[src/spc_pkg.sv]
/*
 * Shared constants and carrier types for the shared port pin control block.
 * Assumes a single core clock with synchronous active-high reset.
 */
package spc_pkg;
	// =====================================================================
	// Port widths
	localparam int PA_W = 8;
	localparam int PC_W = 2;
	localparam int PD_W = 6;
	localparam int PE_W = 5;

	// =====================================================================
	// Register offsets
	localparam logic [4:0] OFF_PA_DATA = 5'h00;
	localparam logic [4:0] OFF_PC_DATA = 5'h01;
	localparam logic [4:0] OFF_PD_DATA = 5'h02;
	localparam logic [4:0] OFF_PE_DATA = 5'h03;
	localparam logic [4:0] OFF_PA_DIR = 5'h04;
	localparam logic [4:0] OFF_PC_DIR = 5'h05;
	localparam logic [4:0] OFF_PD_DIR = 5'h06;
	localparam logic [4:0] OFF_PE_DIR = 5'h07;
	localparam logic [4:0] OFF_PA_PULL = 5'h08;
	localparam logic [4:0] OFF_PC_PULL = 5'h09;
	localparam logic [4:0] OFF_PE_PULL = 5'h0A;
	localparam logic [4:0] OFF_PD_SINK = 5'h0B;
	localparam logic [4:0] OFF_KEY_EN = 5'h0C;
	localparam logic [4:0] OFF_CTRL = 5'h0D;
	localparam logic [4:0] OFF_IRQ_STAT = 5'h0E;
	localparam logic [4:0] OFF_IRQ_MASK = 5'h0F;
	localparam logic [4:0] OFF_PA_PIN = 5'h10;
	localparam logic [4:0] OFF_PC_PIN = 5'h11;
	localparam logic [4:0] OFF_PD_PIN = 5'h12;
	localparam logic [4:0] OFF_PE_PIN = 5'h13;

	// =====================================================================
	// Control register fields
	localparam int CTRL_SERIAL_EN = 0;
	localparam int CTRL_USB_EN = 1;
	localparam int CTRL_USB_PULL = 2;
	localparam int CTRL_PE4_IRQ_EN = 3;
	localparam int CTRL_T_A_OUT = 4;
	localparam int CTRL_T_B_OUT = 5;

	// Interrupt status fields
	localparam int IRQ_KEY = 0;
	localparam int IRQ_PE4 = 1;
	localparam int IRQ_W = 2;

	// =====================================================================
	// Reset values
	localparam logic [7:0] RST_ZERO = 8'h00;

	// Pin triple: input, output value, output enable
	typedef struct packed {
		logic in;
		logic out;
		logic oe;
	} spc_pin_t;

	// Per-pin pad controls besides drive
	typedef struct packed {
		logic pull_up;
		logic high_sink;
	} spc_pad_t;
endpackage : spc_pkg

[src/spc_sync.sv]
/*
 * Three-stage input synchroniser for pin inputs.
 * Assumes inputs may change at any time relative to i_core_clk.
 */
`timescale 1ns/1ps
module spc_sync #(
	parameter int W = 8
) (
	input wire logic i_core_clk, // Core clock
	input wire logic i_reset, // Sync reset
	input wire logic [W-1:0] i_async, // Raw pin levels
	output logic [W-1:0] o_sync // Settled levels
);
	logic [W-1:0] s1_q;
	logic [W-1:0] s2_q;
	logic [W-1:0] s3_q;

	// =====================================================================
	// Chain; output follows once stages two and three agree
	always_ff @(posedge i_core_clk) begin
		if (i_reset) begin
			s1_q <= '0;
			s2_q <= '0;
			s3_q <= '0;
			o_sync <= '0;
		end else begin
			s1_q <= i_async;
			s2_q <= s1_q;
			s3_q <= s2_q;
			for (int i = 0; i < W; i++) begin
				if (s2_q[i] == s3_q[i]) begin
					o_sync[i] <= s3_q[i];
				end
			end
		end
	end
endmodule : spc_sync

[src/spc_pad_drive.sv]
/*
 * Drive logic of one port's pins: push-pull or open-drain.
 * Assumes direction and data come from registers on the same clock.
 */
`timescale 1ns/1ps
module spc_pad_drive #(
	parameter int W = 8,
	parameter bit OPEN_DRAIN = 1'b0
) (
	input wire logic [W-1:0] i_dir, // 1 = output
	input wire logic [W-1:0] i_data, // Output value
	output logic [W-1:0] o_out, // Pad output value
	output logic [W-1:0] o_oe // Pad output enable
);
	// =====================================================================
	// Open-drain drives only a low; a high releases the pin
	always_comb begin
		for (int i = 0; i < W; i++) begin
			o_out[i] = OPEN_DRAIN ? 1'b0 : i_data[i];
			o_oe[i] = i_dir[i] & (OPEN_DRAIN ? ~i_data[i] : 1'b1);
		end
	end
endmodule : spc_pad_drive

[src/spc_port_ctrl.sv]
/*
 * Shared port pin control: ports A, C, D and E with pull-ups, sink modes,
 * open-drain drive, keyboard and port E bit 4 interrupt, serial, timer and
 * USB pin sharing. Register port: address, write data, strobes, read data
 * one cycle later. Assumes one clock and a synchronous active-high reset.
 */
// How it works
// Eight-bit port A, per-pin keyboard interrupt
// Port A/C pull-ups only when input
// Port C two bits, shared with serial
// Serial: bit0 transmit out, bit1 receive in
// Port D six bits, open-drain outputs
// Port D sink: bits1-0 25mA, upper 10mA
// Port E five bits: USB and timers
// Port E bits2-0 pull-up in any direction
// E0 timer clock, E1 timer A, E2 timer B
// USB off: E4,E3 general pins, 10mA sink
// E4,E3 open-drain out, pull-up when input
// E4 can trigger external interrupt
// USB on: E4 minus, E3 plus lines
// USB minus line switchable pull-up
// USB mode ignores E4,E3 direction/data
`timescale 1ns/1ps
module spc_port_ctrl (
	input wire logic i_core_clk, // Core clock, 50 MHz
	input wire logic i_reset, // Sync reset, active high
	input wire logic [4:0] i_addr, // Register address
	input wire logic [7:0] i_wdata, // Write data
	input wire logic i_wr, // Write strobe
	input wire logic i_rd, // Read strobe
	output logic [7:0] o_rdata, // Read data, cycle after strobe
	output logic o_irq, // Level interrupt
	output logic o_ext_irq, // Port E bit 4 to external interrupt
	output logic [7:0] o_key_pins, // Synced port A levels, masked by the keyboard enables, to keyboard module
	input wire logic [7:0] i_pa_in, // Port A pad inputs
	output logic [7:0] o_pa_out, // Port A pad outputs
	output logic [7:0] o_pa_oe, // Port A pad enables
	output logic [7:0] o_pa_pull, // Port A pull-ups
	input wire logic [1:0] i_pc_in, // Port C pad inputs
	output logic [1:0] o_pc_out, // Port C pad outputs
	output logic [1:0] o_pc_oe, // Port C pad enables
	output logic [1:0] o_pc_pull, // Port C pull-ups
	input wire logic i_serial_tx, // Serial transmit data
	output logic o_serial_rx, // Serial receive data
	input wire logic [5:0] i_pd_in, // Port D pad inputs
	output logic [5:0] o_pd_out, // Port D pad outputs
	output logic [5:0] o_pd_oe, // Port D pad enables
	output logic [5:0] o_pd_sink_high, // Port D high-sink select
	input wire logic [4:0] i_pe_in, // Port E pad inputs
	output logic [4:0] o_pe_out, // Port E pad outputs
	output logic [4:0] o_pe_oe, // Port E pad enables
	output logic [4:0] o_pe_pull, // Port E pull-ups
	output logic o_timer_ext_clk, // Timer external clock
	input wire logic i_timer_a_out, // Timer A channel output
	output logic o_timer_a_in, // Timer A channel input
	input wire logic i_timer_b_out, // Timer B channel output
	output logic o_timer_b_in, // Timer B channel input
	output logic o_usb_en, // USB owns port E bits 4 and 3
	output logic o_usb_minus_pull, // USB minus line pull-up on
	output logic o_usb_plus_in, // USB plus line level
	output logic o_usb_minus_in, // USB minus line level
	input wire logic i_usb_plus_out, // USB plus drive value
	input wire logic i_usb_minus_out, // USB minus drive value
	input wire logic i_usb_drive // USB driving the lines
);
	// =====================================================================
	// Registers
	logic [7:0] pa_data_q, pa_dir_q, pa_pull_q, key_en_q;
	logic [1:0] pc_data_q, pc_dir_q, pc_pull_q;
	logic [5:0] pd_data_q, pd_dir_q, pd_sink_q;
	logic [4:0] pe_data_q, pe_dir_q, pe_pull_q;
	logic [7:0] ctrl_q;
	logic [1:0] stat_q, mask_q;
	logic [7:0] key_prev_q;
	logic pe4_prev_q;
	logic [7:0] pa_s;
	logic [1:0] pc_s;
	logic [5:0] pd_s;
	logic [4:0] pe_s;

	function automatic logic wr_at(input logic [4:0] off);
		wr_at = i_wr && (i_addr == off);
	endfunction : wr_at

	// =====================================================================
	// Input synchronisers
	spc_sync #(.W(spc_pkg::PA_W)) u_sync_a (.i_core_clk(i_core_clk), .i_reset(i_reset), .i_async(i_pa_in),
		.o_sync(pa_s));
	spc_sync #(.W(spc_pkg::PC_W)) u_sync_c (.i_core_clk(i_core_clk), .i_reset(i_reset), .i_async(i_pc_in),
		.o_sync(pc_s));
	spc_sync #(.W(spc_pkg::PD_W)) u_sync_d (.i_core_clk(i_core_clk), .i_reset(i_reset), .i_async(i_pd_in),
		.o_sync(pd_s));
	spc_sync #(.W(spc_pkg::PE_W)) u_sync_e (.i_core_clk(i_core_clk), .i_reset(i_reset), .i_async(i_pe_in),
		.o_sync(pe_s));

	// =====================================================================
	// Software registers
	always_ff @(posedge i_core_clk) begin
		if (i_reset) begin
			pa_data_q <= spc_pkg::RST_ZERO;
			pa_dir_q <= spc_pkg::RST_ZERO;
			pa_pull_q <= spc_pkg::RST_ZERO;
			key_en_q <= spc_pkg::RST_ZERO;
			pc_data_q <= spc_pkg::RST_ZERO[1:0];
			pc_dir_q <= spc_pkg::RST_ZERO[1:0];
			pc_pull_q <= spc_pkg::RST_ZERO[1:0];
			pd_data_q <= spc_pkg::RST_ZERO[5:0];
			pd_dir_q <= spc_pkg::RST_ZERO[5:0];
			pd_sink_q <= spc_pkg::RST_ZERO[5:0];
			pe_data_q <= spc_pkg::RST_ZERO[4:0];
			pe_dir_q <= spc_pkg::RST_ZERO[4:0];
			pe_pull_q <= spc_pkg::RST_ZERO[4:0];
			ctrl_q <= spc_pkg::RST_ZERO;
			mask_q <= spc_pkg::RST_ZERO[1:0];
		end else begin
			if (wr_at(spc_pkg::OFF_PA_DATA)) pa_data_q <= i_wdata;
			if (wr_at(spc_pkg::OFF_PA_DIR)) pa_dir_q <= i_wdata;
			if (wr_at(spc_pkg::OFF_PA_PULL)) pa_pull_q <= i_wdata;
			if (wr_at(spc_pkg::OFF_KEY_EN)) key_en_q <= i_wdata;
			if (wr_at(spc_pkg::OFF_PC_DATA)) pc_data_q <= i_wdata[1:0];
			if (wr_at(spc_pkg::OFF_PC_DIR)) pc_dir_q <= i_wdata[1:0];
			if (wr_at(spc_pkg::OFF_PC_PULL)) pc_pull_q <= i_wdata[1:0];
			if (wr_at(spc_pkg::OFF_PD_DATA)) pd_data_q <= i_wdata[5:0];
			if (wr_at(spc_pkg::OFF_PD_DIR)) pd_dir_q <= i_wdata[5:0];
			if (wr_at(spc_pkg::OFF_PD_SINK)) pd_sink_q <= i_wdata[5:0];
			if (wr_at(spc_pkg::OFF_PE_DATA)) pe_data_q <= i_wdata[4:0];
			if (wr_at(spc_pkg::OFF_PE_DIR)) pe_dir_q <= i_wdata[4:0];
			if (wr_at(spc_pkg::OFF_PE_PULL)) pe_pull_q <= i_wdata[4:0];
			if (wr_at(spc_pkg::OFF_CTRL)) ctrl_q <= {2'h0, i_wdata[5:0]};
			if (wr_at(spc_pkg::OFF_IRQ_MASK)) mask_q <= i_wdata[1:0];
		end
	end

	logic usb_on;
	logic ser_on;
	assign usb_on = ctrl_q[spc_pkg::CTRL_USB_EN];
	assign ser_on = ctrl_q[spc_pkg::CTRL_SERIAL_EN];

	// =====================================================================
	// Pad drive, combinational then registered
	logic [7:0] a_out, a_oe;
	logic [1:0] c_out, c_oe;
	logic [5:0] d_out, d_oe;
	logic [4:0] e_out, e_oe;
	logic [2:0] e_lo_out, e_lo_oe;
	logic [1:0] e_hi_out, e_hi_oe;

	spc_pad_drive #(.W(8), .OPEN_DRAIN(1'b0)) u_drv_a (.i_dir(pa_dir_q), .i_data(pa_data_q),
		.o_out(a_out), .o_oe(a_oe));
	spc_pad_drive #(.W(2), .OPEN_DRAIN(1'b0)) u_drv_c (.i_dir(pc_dir_q), .i_data(pc_data_q),
		.o_out(c_out), .o_oe(c_oe));
	spc_pad_drive #(.W(6), .OPEN_DRAIN(1'b1)) u_drv_d (.i_dir(pd_dir_q), .i_data(pd_data_q),
		.o_out(d_out), .o_oe(d_oe));
	spc_pad_drive #(.W(3), .OPEN_DRAIN(1'b0)) u_drv_el (.i_dir(pe_dir_q[2:0]), .i_data(pe_data_q[2:0]),
		.o_out(e_lo_out), .o_oe(e_lo_oe));
	spc_pad_drive #(.W(2), .OPEN_DRAIN(1'b1)) u_drv_eh (.i_dir(pe_dir_q[4:3]), .i_data(pe_data_q[4:3]),
		.o_out(e_hi_out), .o_oe(e_hi_oe));

	logic [1:0] c_out_m, c_oe_m;
	logic [4:0] e_out_m, e_oe_m;
	always_comb begin
		c_out_m = c_out;
		c_oe_m = c_oe;
		if (ser_on) begin
			c_out_m[0] = i_serial_tx;
			c_oe_m[0] = 1'b1;
			c_out_m[1] = 1'b0;
			c_oe_m[1] = 1'b0;
		end
		e_out_m = {e_hi_out, e_lo_out};
		e_oe_m = {e_hi_oe, e_lo_oe};
		if (ctrl_q[spc_pkg::CTRL_T_A_OUT]) begin
			e_out_m[1] = i_timer_a_out;
			e_oe_m[1] = 1'b1;
		end
		if (ctrl_q[spc_pkg::CTRL_T_B_OUT]) begin
			e_out_m[2] = i_timer_b_out;
			e_oe_m[2] = 1'b1;
		end
		if (usb_on) begin
			e_out_m[4:3] = {i_usb_minus_out, i_usb_plus_out};
			e_oe_m[4:3] = {2{i_usb_drive}};
		end
	end

	always_ff @(posedge i_core_clk) begin
		if (i_reset) begin
			o_pa_out <= spc_pkg::RST_ZERO;
			o_pa_oe <= spc_pkg::RST_ZERO;
			o_pc_out <= spc_pkg::RST_ZERO[1:0];
			o_pc_oe <= spc_pkg::RST_ZERO[1:0];
			o_pd_out <= spc_pkg::RST_ZERO[5:0];
			o_pd_oe <= spc_pkg::RST_ZERO[5:0];
			o_pe_out <= spc_pkg::RST_ZERO[4:0];
			o_pe_oe <= spc_pkg::RST_ZERO[4:0];
		end else begin
			o_pa_out <= a_out;
			o_pa_oe <= a_oe;
			o_pc_out <= c_out_m;
			o_pc_oe <= c_oe_m;
			o_pd_out <= d_out;
			o_pd_oe <= d_oe;
			o_pe_out <= e_out_m;
			o_pe_oe <= e_oe_m;
		end
	end

	// =====================================================================
	// Pad options
	always_ff @(posedge i_core_clk) begin
		if (i_reset) begin
			o_pa_pull <= spc_pkg::RST_ZERO;
			o_pc_pull <= spc_pkg::RST_ZERO[1:0];
			o_pe_pull <= spc_pkg::RST_ZERO[4:0];
			o_pd_sink_high <= spc_pkg::RST_ZERO[5:0];
			o_usb_en <= 1'b0;
			o_usb_minus_pull <= 1'b0;
		end else begin
			o_pa_pull <= pa_pull_q & ~pa_dir_q;
			o_pc_pull <= pc_pull_q & ~(ser_on ? 2'h1 : pc_dir_q);
			o_pe_pull[2:0] <= pe_pull_q[2:0];
			o_pe_pull[4:3] <= usb_on ? 2'h0 : (pe_pull_q[4:3] & ~pe_dir_q[4:3]);
			// Bits 1-0 select the 25mA mode, bits 5-2 the 10mA mode
			o_pd_sink_high <= pd_sink_q;
			o_usb_en <= usb_on;
			o_usb_minus_pull <= usb_on & ctrl_q[spc_pkg::CTRL_USB_PULL];
		end
	end

	// =====================================================================
	// Inputs to peripherals
	always_ff @(posedge i_core_clk) begin
		if (i_reset) begin
			o_key_pins <= spc_pkg::RST_ZERO;
			o_serial_rx <= 1'b1;
			o_timer_ext_clk <= 1'b0;
			o_timer_a_in <= 1'b0;
			o_timer_b_in <= 1'b0;
			o_usb_plus_in <= 1'b0;
			o_usb_minus_in <= 1'b0;
		end else begin
			o_key_pins <= pa_s & key_en_q;
			o_serial_rx <= ser_on ? pc_s[1] : 1'b1;
			o_timer_ext_clk <= pe_s[0];
			o_timer_a_in <= pe_s[1];
			o_timer_b_in <= pe_s[2];
			o_usb_plus_in <= usb_on & pe_s[3];
			o_usb_minus_in <= usb_on & pe_s[4];
		end
	end

	// =====================================================================
	// Events: keyboard falling edge, port E bit 4 falling edge
	logic key_evt;
	logic pe4_evt;
	assign key_evt = |(key_prev_q & ~pa_s & key_en_q);
	assign pe4_evt = ctrl_q[spc_pkg::CTRL_PE4_IRQ_EN] & ~usb_on & pe4_prev_q & ~pe_s[4];

	always_ff @(posedge i_core_clk) begin
		if (i_reset) begin
			key_prev_q <= spc_pkg::RST_ZERO;
			pe4_prev_q <= 1'b0;
			stat_q <= 2'h0;
			o_ext_irq <= 1'b0;
		end else begin
			key_prev_q <= pa_s;
			pe4_prev_q <= pe_s[4];
			for (int i = 0; i < spc_pkg::IRQ_W; i++) begin
				if (wr_at(spc_pkg::OFF_IRQ_STAT) && i_wdata[i]) stat_q[i] <= 1'b0;
			end
			// Set wins over a same-cycle clear
			if (key_evt) stat_q[spc_pkg::IRQ_KEY] <= 1'b1;
			if (pe4_evt) stat_q[spc_pkg::IRQ_PE4] <= 1'b1;
			o_ext_irq <= pe4_evt;
		end
	end

	always_ff @(posedge i_core_clk) begin
		if (i_reset) begin
			o_irq <= 1'b0;
		end else begin
			o_irq <= |(stat_q & mask_q);
		end
	end

	// =====================================================================
	// Read port
	always_ff @(posedge i_core_clk) begin
		if (i_reset) begin
			o_rdata <= spc_pkg::RST_ZERO;
		end else if (i_rd) begin
			unique case (i_addr)
				spc_pkg::OFF_PA_DATA: o_rdata <= pa_data_q;
				spc_pkg::OFF_PC_DATA: o_rdata <= {6'h00, pc_data_q};
				spc_pkg::OFF_PD_DATA: o_rdata <= {2'h0, pd_data_q};
				spc_pkg::OFF_PE_DATA: o_rdata <= {3'h0, pe_data_q};
				spc_pkg::OFF_PA_DIR: o_rdata <= pa_dir_q;
				spc_pkg::OFF_PC_DIR: o_rdata <= {6'h00, pc_dir_q};
				spc_pkg::OFF_PD_DIR: o_rdata <= {2'h0, pd_dir_q};
				spc_pkg::OFF_PE_DIR: o_rdata <= {3'h0, pe_dir_q};
				spc_pkg::OFF_PA_PULL: o_rdata <= pa_pull_q;
				spc_pkg::OFF_PC_PULL: o_rdata <= {6'h00, pc_pull_q};
				spc_pkg::OFF_PE_PULL: o_rdata <= {3'h0, pe_pull_q};
				spc_pkg::OFF_PD_SINK: o_rdata <= {2'h0, pd_sink_q};
				spc_pkg::OFF_KEY_EN: o_rdata <= key_en_q;
				spc_pkg::OFF_CTRL: o_rdata <= ctrl_q;
				spc_pkg::OFF_IRQ_STAT: o_rdata <= {6'h00, stat_q};
				spc_pkg::OFF_IRQ_MASK: o_rdata <= {6'h00, mask_q};
				spc_pkg::OFF_PA_PIN: o_rdata <= pa_s;
				spc_pkg::OFF_PC_PIN: o_rdata <= {6'h00, pc_s};
				spc_pkg::OFF_PD_PIN: o_rdata <= {2'h0, pd_s};
				spc_pkg::OFF_PE_PIN: o_rdata <= {3'h0, pe_s};
				default: o_rdata <= 8'h00;
			endcase
		end else begin
			o_rdata <= 8'h00;
		end
	end
endmodule : spc_port_ctrl

[config.mk]
export PLATFORM = sky130hd
export DESIGN_NAME = spc_port_ctrl
export DESIGN_NICKNAME = d
export VERILOG_FILES = /design/src/spc_pkg.sv /design/src/spc_sync.sv /design/src/spc_pad_drive.sv /design/src/spc_port_ctrl.sv
export SDC_FILE = /design/constraint.sdc
export NUM_CORES = 1
export LEC_CHECK = 0
export ABC_AREA = 0
export BUFFER_PORTS_ARGS = -buffer_cell sky130_fd_sc_hd__buf_2
export CAP_MARGIN = 10
export CELL_PAD_IN_SITES_DETAIL_PLACEMENT = 1
export CELL_PAD_IN_SITES_GLOBAL_PLACEMENT = 2
export CORE_MARGIN = 2
export CORE_UTILIZATION = 32
export CTS_CLUSTER_DIAMETER = 40
export DETAILED_ROUTE_END_ITERATION = 8
export PLACE_DENSITY_LB_ADDON = 0.1
export SYNTH_ARGS = -nofsm -noshare
export SYNTH_HDL_FRONTEND = slang
export SYNTH_SLANG_ARGS = --single-unit
[constraint.sdc]
create_clock -name i_core_clk -period 1.8 [get_ports i_core_clk]
set_clock_uncertainty 0.2 [all_clocks]
set_input_delay 0.36 -clock i_core_clk [delete_from_list [all_inputs] [get_ports i_core_clk]]
set_output_delay 0.36 -clock i_core_clk [all_outputs]
set_load 0.1 [all_outputs]
-- Yosys cells after proc, flatten, opt, wreduce, memory -nomap -nowiden
Cells that the tools add are included.
- bits in registers: 257
- input port bits: 44
- output and inout bits: 89
- logic and storage cells: 195
- equal/unequal tests: 40
- mux-type cells: 12
- bitwise operators: 37
- reductions and logical operators: 28
- operators with widths (kind ; number):
    $pmux 8 s20 ; 1
    $eq 5x4->1 const B ; 8
    $and 8x8->8 ; 4
    $eq 1x1->1 ; 21
    $eq 5x3->1 const B ; 4
    $eq 5x5->1 const B ; 4
    $logic_and 1x1->1 ; 18
    $not 8->8 ; 2
    $and 1x1->1 ; 14
    $not 1->1 ; 12
    $reduce_or 2->1 ; 6
    $eq 5x2->1 const B ; 2
    $mux 1 ; 9
    $reduce_or 8->1 ; 1
    $and 2x2->2 ; 3
    $eq 5x1->1 const B ; 1
    $logic_not 5->1 ; 1
    $mux 2 ; 2
    $not 2->2 ; 2
    $reduce_bool 2->1 ; 2

-- Logic depth before layout (Yosys ltp)
- word-level depth: 5
- gate-level depth with buffers: 7
- gate-level depth less buffers: 5

-- Cells and area by module
Synthesis repeated with hierarchy kept, for this count alone.
- cells, all modules: 989
- area total of the unflattened synthesis: 9633.0 µm²
- by module, submodules not included (module ; times used ; cells an instance ; area an instance (µm²) ; seq. area each (µm²)):
    spc_port_ctrl ; 1 ; 728 ; 6746.5 ; 3583.4
    spc_sync at u_sync_a ; 1 ; 83 ; 923.4 ; 640.6
    spc_sync at u_sync_d ; 1 ; 62 ; 720.7 ; 480.5
    spc_sync at u_sync_e ; 1 ; 52 ; 641.9 ; 400.4
    spc_sync at u_sync_c ; 1 ; 20 ; 227.7 ; 160.2
    spc_pad_drive at u_drv_d ; 1 ; 13 ; 131.4 ; 0.0
    spc_pad_drive at u_drv_a ; 1 ; 16 ; 120.1 ; 0.0
    spc_pad_drive at u_drv_eh ; 1 ; 5 ; 46.3 ; 0.0
    spc_pad_drive at u_drv_el ; 1 ; 6 ; 45.0 ; 0.0
    spc_pad_drive at u_drv_c ; 1 ; 4 ; 30.0 ; 0.0

-- Worst setup path after synthesis
Ideal clock, no wire load.
- path kind: input port to flip-flop
- from: input i_addr[3]
- to: register o_rdata[6]
- arrival time: 1.531 ns
- data required time: 1.477 ns
- setup slack: -0.055 ns
- stages: 6
- path buffers: 3
- path through: buf_2 buf_2 buf_2 mux4_2 a22oi_1 nor2_1
- cells in the longest elaborated chain, start to end: 2
- elaborated cells between the ends (all ways): 21
- those cells by class: eq/ne: 19; mux: 1; reduce/logical: 1
- ends and longest elaborated chain (element ; RTL line ; source):
    start: declaration ; spc_port_ctrl.sv:27 ; input wire logic [4:0] i_addr,
    $eq 5x5->1 (tied with other cells) ; spc_port_ctrl.sv:292 ; unique case (i_addr)
    $pmux 8 s20 (*) ; spc_port_ctrl.sv:292 ;
    end signal: assignment ; spc_port_ctrl.sv:293 ; spc_pkg::OFF_PA_DATA: o_rdata <= pa_data_q;
    end signal: assignment ; spc_port_ctrl.sv:294 ; spc_pkg::OFF_PC_DATA: o_rdata <= {6'h00, pc_data_q};
    end signal: assignment ; spc_port_ctrl.sv:295 ; spc_pkg::OFF_PD_DATA: o_rdata <= {2'h0, pd_data_q};
    end: declaration ; spc_port_ctrl.sv:31 ; output logic [7:0] o_rdata,
Every way passes the cells marked *; elsewhere a longest branch is shown, timed or not.
A chain may end at the register's enable or synchronous reset.

-- Final worst setup path
- from: register o_rdata[0]
- to: output o_rdata[0]
- RTL lines (element ; RTL line ; source):
    start signal: assignment ; spc_port_ctrl.sv:290 ; o_rdata <= spc_pkg::RST_ZERO;
    start signal: assignment ; spc_port_ctrl.sv:293 ;
    start signal: assignment ; spc_port_ctrl.sv:294 ;
No word-level cell between the ends.

==> results.ini <==
[final_layout]
ff_latch_area_um2 = 5140
nNetsFinal = 1178
area_growth_pct = 40.3
drive_gt1_share_pct = 27.3
nFillCells = 3044
diodes = 0
multi_input_area_um2 = 3620
fin_util_pct = 45.7
fin_cells = 1545

[yosys]
synth-seq-area-share_pct = 56.7
synth_area_um2 = 9080
avgSynthCellArea_um2 = 10.2
synth-main-ff-cell = dfxtp_1
synth_common_cells = dfxtp_1, nor2b_1, nor2_1, nand2_1, mux2i_1
yosys.area.top_type = dfxtp_1
synth_cell_type_count = 57
syn_inst = 894
synth.area.top_cells = dfxtp_1, nor2b_1, mux2i_1
ys_seq_elements = 257
yosysMostFrequentCell = dfxtp_1
yosysWarnings = 0
synth_top_cell_area_share_pct = 56.7
async_flop_share_pct = 0
synth_edf_count = 0

[sta]
finalHoldViolCount = 0
setup_viol = 0
period_needed_ns = 1.76
drv_slew = 0
rsz0062_at_grt = no
holdWs_ns = 0.0284
tns_ns = 0
layout_setup_ws_ns = 0.0352
max_freq_mhz = 567
post-route-period-util_pct = 98.0

[grt]
grt_pass1_wl_um = 44900
overflow = 0
grt_max_degree = 56
grtUsageTotal_pct = 20.3
grt_antenna_before_repair = 0
grt_pass1_vias = 7480

[clock_network]
cts_made_buffers = 41
clk_latency_ns = 0.53
htreeDepth = 2
cts_root_buf = clkbuf_16
tritoncts = yes
cts.path.max_buffers = 3
postCtsSetupBuffers = 0
clock-sinks = 257
clk_pin_slew_worst_paths_ns = 0.05

[setup_path]
slowest_delay_ns = 0.37
path_cells = buf_4
path_delay_family = flip-flops
worstPathRequired_ns = 1.24
criticalPathCategory = flop to primary output
reg2reg_depth = 6
crit_arrival_ns = 1.20
r2r-end = o_rdata[0]
worst-path-max-fanout = 1
crit_path_end_kind = primary output
r2r-start = u_sync_e.o_sync[0]
r2r_setup_slack_ns = 0.14
worstSetupStartpointType = flop
crit_buf_inv = 1
path_depth = 1
slowest_stage = dfxtp_1

[worst_hold_path]
min_to = pd_data_q[1]
hp-start = i_wdata[1]
hold_depth = 3
hp-class = input port to flop

[route]
dr_total_vias = 7306
dr.pass1.iters = 5
routed_wl_um = 29700
detail_route.wl_per_cell_um = 19.2
drt_iter0_drc = 332
viasPerCell = 4.73
ant_nets = 0
drcViolationCount = 0

[placement]
dp_hpwl_um = 21800
gp_congestion = 0.873
io_buffers = 126
place_ws_ns = -0.405
dp_cells = 1438

[outcome]
status = complete, no violations

[power]
vdd_drop_max_mv = 0.626
leakagePower_nw = 5.30
p_per_area_nw_per_um2 = 1160

[die]
io_pins = 133
die-area_um2 = 29700
start_util_pct = 32.6
num_rows = 61
dieWidth_um = 172
die_y_um = 172
coreArea_um2 = 27900

[flow_run]
max_cap_violations = 0

==> per-layer routing <==
metal / wire length (um) / vias to the layer above / part of all wire, % / global-route usage, %
li1: - / 3538 / - / -
met1: 13500 / 3581 / 45 / 26.5
met2: 14600 / 150 / 49 / 35.3
met3: 1100 / 37 / 3.7 / 3.09
met4: 504 / 0 / 1.7 / 5.01
met5: 0 / - / 0 / 0
==> placed cells by master (no fill, tap or decap), types with 10 or more instances in the layout <==
cell,n
buf_4,175
nor2b_1,108
nor3b_1,17
nand3_1,30
and2_1,20
dfxtp_1,257
mux2i_1,62
and3_1,10
a32oi_1,15
dlygate4sd3_1,31
nand2_1,70
a22oi_1,12
nor2_1,76
buf_2,42
clkbuf_16,41
o21ai_0,23
a21oi_1,51
==> cell type report <==
cell class	count	share of cell area (%)
Sequential cell	257	40.4
Clock inverter	24	2.62
Timing Repair Buffer	259	15.9
Inverter	5	0.147
Multi-Input combinational cell	570	28.4
Tap cell	378	3.71
Clock buffer	52	8.77
==> report_power, final <==
group          leakage, nW  total (mW)  internal [mW]  switching, mW
Combinational         2.51       0.747          0.293          0.454
Sequential            2.08        5.81           5.77         0.0407
Clock                0.708        8.15           5.32           2.83
Total                 5.30        14.7           11.4           3.32
==> worst max-delay path by stage <==
stage | slack [ns] | start | end
floorplan | 0.03 | i_addr[3] | o_rdata[4]
global placement | -0.37 | i_addr[1] | o_rdata[1]
detailed placement | -0.41 | i_addr[1] | o_rdata[1]
CTS | 0.006 | pd_sink_q[1] | o_rdata[1]
global route | 0.008 | o_rdata[0] | o_rdata[0]
finish | 0.04 | o_rdata[0] | o_rdata[0]
==> cell families (layout without fill, tap and decap cells) <==
logic type,Yosys count,after routing,share of synthesized area (%)
other cells,1,6,0.0413
mux,69,69,8.08
simple gates,366,366,22.6
compound gates,129,129,8.85
flops,257,257,56.7
buf+inv,72,340,3.69
==> per-stage QoR <==
stage / cell area (um2) / power (mW)
after floorplan: 9110 / 6.32
after global placement: 10800 / 6.63
after detailed placement: 10800 / 6.63
after CTS: 12700 / 14.9
after global routing: 12700 / 15.2
final: 12700 / 14.7
==> timing repair <==
| item | in CTS | in global routing |
|---|---|---|
| hold endpoints to repair | 53 | 0 |
| gates cloned | 0 | 0 |
| hold buffers | 31 | 0 |
| resized for setup | 85 | 1 |
| endpoints found under the setup margin | 83 | 1 |
Power figures use the tool's default switching activity.
